<file path="config.mk">
export PLATFORM = sky130hd
export DESIGN_NAME = dcm_channel_monitor
export DESIGN_NICKNAME = d
export VERILOG_FILES = /design/src/logic/dcm_slot_capture.v /design/src/logic/dcm_channel_monitor.v
export VERILOG_INCLUDE_DIRS = /design/src /design/src/shared
export SDC_FILE = /design/constraint.sdc
export NUM_CORES = 1
export LEC_CHECK = 0
export ABC_AREA = 1
export BUFFER_PORTS_ARGS = -buffer_cell sky130_fd_sc_hd__buf_2
export CAP_MARGIN = 5
export CORE_MARGIN = 4
export CORE_UTILIZATION = 52
export DETAILED_ROUTE_END_ITERATION = 10
export GPL_ROUTABILITY_DRIVEN = 1
export PLACE_DENSITY = 0.77
export SYNTH_ARGS = -nofsm -noshare
export SYNTH_HDL_FRONTEND = slang
export SYNTH_HIERARCHICAL = 1
export SYNTH_SLANG_ARGS = --single-unit
</file>
<file path="constraint.sdc">
create_clock -name sys_clk -period 1.3 [get_ports sys_clk]
set_input_delay 0.195 -clock sys_clk [delete_from_list [all_inputs] [get_ports sys_clk]]
set_output_delay 0.195 -clock sys_clk [all_outputs]
set_load 0.05 [all_outputs]
</file>
<file path="src/shared/dcm_regs.vh">
// Register map, field layout and reset values of the timeslot monitor
`ifndef DCM_REGS_VH
`define DCM_REGS_VH

// Control port width
`define DCM_ADDR_W          8
`define DCM_DATA_W          8

// Register offsets
`define DCM_ADDR_FAS_UPPER  8'h02
`define DCM_ADDR_FAS_LOWER  8'h04
`define DCM_ADDR_TX_SELECT  8'hA8
`define DCM_ADDR_TX_BYTE    8'hA9
`define DCM_ADDR_RX_SELECT  8'hAA
`define DCM_ADDR_RX_BYTE    8'hAB

// Select register fields
`define DCM_SEL_MSB         4
`define DCM_SEL_LSB         0
`define DCM_SEL_W           5
`define DCM_REMOTE_LOOP_BIT 7
`define DCM_LOCAL_LOOP_BIT  6
`define DCM_ALARM_GEN_BIT   5
`define DCM_LINE_RST_BIT    7

// Reset values
`define DCM_TX_SELECT_RST   8'h00
`define DCM_RX_SELECT_RST   8'h00
`define DCM_BYTE_RST        8'h00
`define DCM_READ_IDLE       8'h00

// Frame error counter split
`define DCM_FAS_W           12
`define DCM_FAS_UP_MSB      11
`define DCM_FAS_UP_LSB      6
`define DCM_FAS_LO_MSB      5
`define DCM_FAS_LO_LSB      0
`define DCM_BLK_W           10
`define DCM_BLK_TOP_MSB     9
`define DCM_BLK_TOP_LSB     8

// Frame layout: 32 slots of 8 bits
`define DCM_SLOT_BITS_W     3
`define DCM_FRAME_POS_W     8
`define DCM_LAST_BIT        3'h7
`define DCM_FIRST_POS       8'h00
`define DCM_POS_STEP        8'h01

`endif

</file>
<file path="src/logic/dcm_slot_capture.v">
// One-direction timeslot capture: collects the eight bits of one selected slot per frame
`timescale 1ns/10ps
`default_nettype none
`include "dcm_regs.vh"

module dcm_slot_capture #(
    parameter SEL_W = `DCM_SEL_W
) (
    input  wire             sys_clk,
    input  wire             rst,
    input  wire             bit_en,
    input  wire             frame_sync,
    input  wire             data_bit,
    input  wire [SEL_W-1:0] slot_sel,
    output reg  [7:0]       byte_reg,
    output reg              update_reg
);

    reg  [`DCM_FRAME_POS_W-1:0] pos_reg;
    reg  [SEL_W-1:0]            sel_hold_reg;
    reg  [6:0]                  shift_reg;
    wire [`DCM_FRAME_POS_W-1:0] cur_pos;
    wire [SEL_W-1:0]            cur_sel;
    wire                        in_slot;
    wire                        last_bit;

    // Frame sync marks bit 0 of slot 0
    assign cur_pos  = frame_sync ? `DCM_FIRST_POS : pos_reg;
    // Select is sampled at frame start so one byte never mixes two slots
    assign cur_sel  = frame_sync ? slot_sel : sel_hold_reg;
    assign in_slot  = (cur_pos[`DCM_FRAME_POS_W-1:`DCM_SLOT_BITS_W] == cur_sel);
    assign last_bit = (cur_pos[`DCM_SLOT_BITS_W-1:0] == `DCM_LAST_BIT);

    always @(posedge sys_clk or posedge rst)
    begin
        if (rst)
        begin
            pos_reg      <= `DCM_FIRST_POS;
            sel_hold_reg <= {SEL_W{1'b0}};
            shift_reg    <= 7'h00;
            byte_reg     <= `DCM_BYTE_RST;
            update_reg   <= 1'b0;
        end
        else
        begin
            update_reg <= 1'b0;
            if (bit_en)
            begin
                pos_reg      <= cur_pos + `DCM_POS_STEP;
                sel_hold_reg <= cur_sel;
                if (in_slot)
                begin
                    shift_reg <= {shift_reg[5:0], data_bit};
                    // First bit lands in bit 7, last in bit 0
                    if (last_bit)
                    begin
                        byte_reg   <= {shift_reg, data_bit};
                        update_reg <= 1'b1;
                    end
                end
            end
        end
    end

endmodule // dcm_slot_capture

`default_nettype wire

</file>
<file path="src/logic/dcm_channel_monitor.v">
// Timeslot monitor top: control registers, two slot captures, frame count split
//
// Functional notes
// - Frame error count is 12 bits: MSB upper bit 7, LSB lower bit 2.
// - Upper count register low two bits carry checksum error count top bits.
// - Lower count register low two bits carry far-end block error top bits.
// - One transmit and one receive slot monitored at once, independently.
// - Transmit slot chosen by five-bit field in low bits of transmit select.
// - Receive slot chosen by separate five-bit field in receive select register.
// - Selected slot data appears in the matching monitor byte register.
// - Transmit select at A8: bit 4 field MSB, bit 0 field LSB.
// - Transmit byte at A9: first sent bit in bit 7, last in 0.
// - Transmit select bits 7,6,5: remote loop, local loop, alarm generation enable.
// - Receive byte at AB: first received bit in bit 7, last in 0.
`timescale 1ns/10ps
`default_nettype none
`include "dcm_regs.vh"

module dcm_channel_monitor #(
    parameter SEL_W = `DCM_SEL_W
) (
    input  wire                   sys_clk,
    input  wire                   rst,
    // Parallel control port
    input  wire [`DCM_ADDR_W-1:0] cpu_addr,
    input  wire [`DCM_DATA_W-1:0] cpu_wr_data,
    input  wire                   cpu_wr_en,
    input  wire                   cpu_rd_en,
    output reg  [`DCM_DATA_W-1:0] cpu_rd_data_reg,
    output reg                    cpu_rd_valid_reg,
    // Transmit stream
    input  wire                   tx_bit_en,
    input  wire                   tx_frame_sync,
    input  wire                   tx_data_bit,
    // Receive stream
    input  wire                   rx_bit_en,
    input  wire                   rx_frame_sync,
    input  wire                   rx_data_bit,
    // Error counter values from the counting logic
    input  wire [`DCM_FAS_W-1:0]  frame_err_count,
    input  wire [`DCM_BLK_W-1:0]  crc_err_count,
    input  wire [`DCM_BLK_W-1:0]  far_end_err_count,
    // Control bits handed to logic outside this block
    output reg                    remote_loop_ctl,
    output reg                    local_loop_ctl,
    output reg                    line_alarm_gen_en,
    output reg                    line_if_reset,
    // Frame update strobes
    output reg                    tx_byte_update,
    output reg                    rx_byte_update
);

    reg  [`DCM_DATA_W-1:0] tx_monitor_select_reg;
    reg  [`DCM_DATA_W-1:0] rx_monitor_select_reg;
    reg  [`DCM_DATA_W-1:0] rd_data_next;
    wire [SEL_W-1:0]       tx_chan_sel;
    wire [SEL_W-1:0]       rx_chan_sel;
    wire [7:0]             tx_monitor_byte;
    wire [7:0]             rx_monitor_byte;
    wire                   tx_update;
    wire                   rx_update;
    wire [`DCM_DATA_W-1:0] fas_count_upper;
    wire [`DCM_DATA_W-1:0] fas_count_lower;
    wire [`DCM_DATA_W-1:0] rx_select_view;
    wire [5:0]             frame_err_high;
    wire [5:0]             frame_err_low;
    wire [1:0]             crc_err_top;
    wire [1:0]             far_end_err_top;
    wire                   wr_tx_select;
    wire                   wr_rx_select;

    // Field MSB at bit 4, LSB at bit 0
    assign tx_chan_sel = tx_monitor_select_reg[`DCM_SEL_MSB:`DCM_SEL_LSB];
    assign rx_chan_sel = rx_monitor_select_reg[`DCM_SEL_MSB:`DCM_SEL_LSB];

    // Frame error count straddles both registers
    assign frame_err_high  = frame_err_count[`DCM_FAS_UP_MSB:`DCM_FAS_UP_LSB];
    assign frame_err_low   = frame_err_count[`DCM_FAS_LO_MSB:`DCM_FAS_LO_LSB];
    // Top two bits of the checksum and far-end counters fill the low bits
    assign crc_err_top     = crc_err_count[`DCM_BLK_TOP_MSB:`DCM_BLK_TOP_LSB];
    assign far_end_err_top = far_end_err_count[`DCM_BLK_TOP_MSB:`DCM_BLK_TOP_LSB];
    assign fas_count_upper = {frame_err_high, crc_err_top};
    assign fas_count_lower = {frame_err_low, far_end_err_top};

    // Unassigned receive select bits 6,5 read as zero
    assign rx_select_view = {rx_monitor_select_reg[`DCM_LINE_RST_BIT], 2'b00,
                             rx_monitor_select_reg[`DCM_SEL_MSB:`DCM_SEL_LSB]};

    // Independent capture per direction
    dcm_slot_capture #(
        .SEL_W      (SEL_W)
    ) u_tx_capture (
        .sys_clk    (sys_clk),
        .rst        (rst),
        .bit_en     (tx_bit_en),
        .frame_sync (tx_frame_sync),
        .data_bit   (tx_data_bit),
        .slot_sel   (tx_chan_sel),
        .byte_reg   (tx_monitor_byte),
        .update_reg (tx_update)
    );

    dcm_slot_capture #(
        .SEL_W      (SEL_W)
    ) u_rx_capture (
        .sys_clk    (sys_clk),
        .rst        (rst),
        .bit_en     (rx_bit_en),
        .frame_sync (rx_frame_sync),
        .data_bit   (rx_data_bit),
        .slot_sel   (rx_chan_sel),
        .byte_reg   (rx_monitor_byte),
        .update_reg (rx_update)
    );

    // Writes to read-only or unmapped addresses are dropped
    assign wr_tx_select = cpu_wr_en && (cpu_addr == `DCM_ADDR_TX_SELECT);
    assign wr_rx_select = cpu_wr_en && (cpu_addr == `DCM_ADDR_RX_SELECT);

    // Transmit select, all eight bits kept and read back
    always @(posedge sys_clk or posedge rst)
    begin
        if (rst)
        begin
            tx_monitor_select_reg <= `DCM_TX_SELECT_RST;
        end
        else if (wr_tx_select)
        begin
            tx_monitor_select_reg <= cpu_wr_data;
        end
    end

    // Receive select, unassigned bits masked on read
    always @(posedge sys_clk or posedge rst)
    begin
        if (rst)
        begin
            rx_monitor_select_reg <= `DCM_RX_SELECT_RST;
        end
        else if (wr_rx_select)
        begin
            rx_monitor_select_reg <= cpu_wr_data;
        end
    end

    // Read decode
    always @*
    begin
        case (cpu_addr)
            `DCM_ADDR_FAS_UPPER: rd_data_next = fas_count_upper;
            `DCM_ADDR_FAS_LOWER: rd_data_next = fas_count_lower;
            `DCM_ADDR_TX_SELECT: rd_data_next = tx_monitor_select_reg;
            `DCM_ADDR_TX_BYTE:   rd_data_next = tx_monitor_byte;
            `DCM_ADDR_RX_SELECT: rd_data_next = rx_select_view;
            `DCM_ADDR_RX_BYTE:   rd_data_next = rx_monitor_byte;
            default:             rd_data_next = `DCM_READ_IDLE;
        endcase
    end

    // Registered read port, data held until the next read
    always @(posedge sys_clk or posedge rst)
    begin
        if (rst)
        begin
            cpu_rd_data_reg  <= `DCM_READ_IDLE;
            cpu_rd_valid_reg <= 1'b0;
        end
        else
        begin
            cpu_rd_valid_reg <= cpu_rd_en;
            if (cpu_rd_en)
            begin
                cpu_rd_data_reg <= rd_data_next;
            end
        end
    end

    // Loopback and alarm controls for logic outside this block
    always @(posedge sys_clk or posedge rst)
    begin
        if (rst)
        begin
            remote_loop_ctl   <= 1'b0;
            local_loop_ctl    <= 1'b0;
            line_alarm_gen_en <= 1'b0;
        end
        else
        begin
            remote_loop_ctl   <= tx_monitor_select_reg[`DCM_REMOTE_LOOP_BIT];
            local_loop_ctl    <= tx_monitor_select_reg[`DCM_LOCAL_LOOP_BIT];
            line_alarm_gen_en <= tx_monitor_select_reg[`DCM_ALARM_GEN_BIT];
        end
    end

    // Line interface reset from the receive select register
    always @(posedge sys_clk or posedge rst)
    begin
        if (rst)
        begin
            line_if_reset <= 1'b0;
        end
        else
        begin
            line_if_reset <= rx_monitor_select_reg[`DCM_LINE_RST_BIT];
        end
    end

    // Frame update strobes, one clock behind the capture
    always @(posedge sys_clk or posedge rst)
    begin
        if (rst)
        begin
            tx_byte_update <= 1'b0;
            rx_byte_update <= 1'b0;
        end
        else
        begin
            tx_byte_update <= tx_update;
            rx_byte_update <= rx_update;
        end
    end

endmodule // dcm_channel_monitor

`default_nettype wire

</file>
==> flow_summary.yaml <==
worst_setup_path:
  cp-end-kind: "flop"
  crit_fanout: 8
  crit_path_start_kind: "flop"
  crit_family: "simple AND/OR/NAND/NOR gates"
  arrival_ps: 1740
  path_cells: "nor2_2 -> inv_1 -> nand3_2 -> nand2_4 -> nor2_8 -> buf_6 -> nand4_1 -> nand2_1"
  crit_required_ps: 1590
  cpMaxStageDelayCell: "dfrtp_1"
  path_buf_inv: 2
  critPathKind: "flop to flop"
  max_stage_delay_ps: 400
sta:
  clock_skew_ps: 21.48
  setup_slack_ps: -154.1
  slew_headroom_pct: 70.16
  max_clock_freq_mhz: 687.7
  post-route-min-period_ps: 1454
  rsz0062_at_grt: "true"
  hold_viol_final: 0
  finalMaxSlewViolations: 0
  finalSetupViolCount: 33
  setup-tns-final_ps: -2161
  worst_pin_slew_ps: 446.5
  fin_crit_sh_pct: 111.9
final_layout:
  area_growth_pct: 28.20
  fin_cells: 801
  n_antenna_cell: 0
  drive_gt1_share_pct: 37.95
  final_util_pct: 68.55
  nets: 750
power_and_ir_drop:
  peakVddDrop_mv: 0.5424
  cellPowerDensity_mw_per_mm2: 1055
  p_leak_uw: 0.003167
cts:
  clk_latency_ps: 360
  cts_root_buf: "clkbuf_8"
  htreeDepth: 3
  cts_buffers: 9
  cts_sinks: 87
  cts_max_path_buffers: 2
  path_clk_slew_ps: 90
  cts_tree: "yes"
yosys:
  ys_ff_latch: 87
  syn-num-nets: 638
  netlist.area_leader.share_pct: 46.46
  syn-cell-area_mm2: 0.004686
  yosysMostFrequentCell: "nand2_1"
  ys.flop_type: "dfrtp_1"
  synth_top_area_cell: "dfrtp_1"
  async_flop_share_pct: 100.0
  synth_warnings: 6
  synth_cells: 576
  synth.avg_cell_area_um2: 8.135
  seq_area_frac_synth_pct: 46.46
  netlist_top_cells_count: "nand2_1 (197), dfrtp_1 (87), nand3_1 (80)"
  ys_types: 30
  yosys-top-cells-area: "dfrtp_1 (46%), nand2_1 (16%), nand3_1 (8.5%)"
  synth_edf_count: 0
status:
  violations: "setup timing"
  outcome: "complete, but fails checks"
floorplan:
  boundaryPins: 73
  die_h_um: 102.9
  rows: 34
  start_util_pct: 53.47
  core_area_mm2: 0.008763
  fp.dieW_um: 102.9
  dieArea_mm2: 0.01059
placement:
  dpl.hpwl_mm: 8.021
  io_buffer_count: 56
  pre_cts_ws_ps: -143.7
  gp_congestion: 0.8491
  dp.cells: 767
detailed_routing:
  via_count: 4255
  via_per_inst: 5.312
  wl_met2_mm: 5.702
  wl_met1_mm: 5.043
  wire_per_inst_um: 14.52
  drtPass1Iterations: 5
  ant_nets: 0
  drt_iter0_drc: 232
  routed_wl_mm: 11.63
  wl_met3_um: 730
  top_layer_used: "met4"
  drc: 0
global_routing:
  antenna_found_initial: 0
  grt_pass1_wl_mm: 17.62
  grt_max_degree: 30
  grt_overflow: 0
  grtUsageTotal_pct: 20.79
  grt_pass1_vias: 4006
job:
  maxCapViolCount: 0
min_path:
  min_path_type: "primary input to flop"
==> timing repair <==
action,CTS,global route
endpoints found under the setup margin,27,39
gates cloned,2,2
buffers inserted,3,10
hold buffers,1,0
gates resized for setup,17,71
hold endpoints to repair,87,0
pin swaps,5,53
==> metal layers <==
| metal | up-vias | GRT usage [%] |
|---|---|---|
| li1 | 2074 | - |
| met1 | 2025 | 27.64 |
| met2 | 139 | 35.37 |
| met3 | 17 | 3.315 |
| met4 | 0 | 5.677 |
| met5 | - | 0 |
==> area by class of cell <==
type	count	area, um2
clock buffers	9	123.9
clock inverters	7	102.6
fillers	626	2756
inverters	57	214.0
multi-input cells	414	2386
flip-flops and latches	87	2177
well taps	108	135.1
repair buffers	119	868.3
==> kinds of logic (layout without fill, tap and decap cells) <==
kind of cell    after synthesis  in the layout  share of synthesized area, %
fa+ha+maj                     4              4                         1.068
compound gates               38             38                         4.272
flops                        87             87                         46.46
simple gates                364            366                         38.80
xor+xnor                      6              6                         1.121
buf+inv                      77            192                         8.277
==> per-stage QoR <==
stage	total power (uW)	area, um2	hold WS (ps)
after CTS	6158	5653	46.42
after global routing	6617	6007	64.16
after detailed placement	3993	5318	318.7
after global placement	3944	5318	311.4
final	6339	6007	61.82
after floorplan	3695	4686	226.4
==> placed cells by master (no fill, tap or decap), drive strengths merged <==
| master | instances |
|---|---|
| dfrtp | 87 |
| xor2 | 4 |
| o31ai | 2 |
| bufinv | 2 |
| or2 | 1 |
| clkinv | 1 |
| inv | 60 |
| dlygate4sd3 | 1 |
| clkbuf | 10 |
| ha | 4 |
| nand2 | 219 |
| nor2 | 36 |
| buf | 117 |
| xnor2 | 2 |
| nor3 | 2 |
| nand4 | 16 |
| nand3 | 92 |
| clkinvlp | 1 |
| o21ai | 34 |
| o211ai | 2 |
==> where the power goes <==
group,internal (uW),switching (uW)
clock network,1110,1030
registers,2940,224
logic,428,612
total,4470,1870
==> worst reg2reg max path: cells and delay by family, from the launching register on <==
kind,cells,cell delay (ps)
AND/OR/NAND/NOR,6,760
flip-flops,1,400
buffers and inverters,2,230
==> path summary, 6_finish.rpt <==
| path | slack [ps] | cells past startpoint | startpoint | to |
|---|---|---|---|---|
| worst max-delay path | -150 | 8 | u_tx_capture/sel_hold_reg[3] | u_tx_capture/byte_reg[4] |
| worst min-delay path | 60 | 1 | cpu_rd_en | cpu_rd_valid_reg |
| max in group asynchronous | 520 | 4 | rst | u_rx_capture/shift_reg[0] |
| min in group asynchronous | 480 | 4 | rst | u_tx_capture/shift_reg[1] |
| worst max register to register | -150 | 8 | u_tx_capture/sel_hold_reg[3] | u_tx_capture/byte_reg[4] |
| worst min register to register | 360 | 0 | u_rx_capture/update_reg | rx_byte_update |
Note: power is estimated with default switching activity, not from simulation.
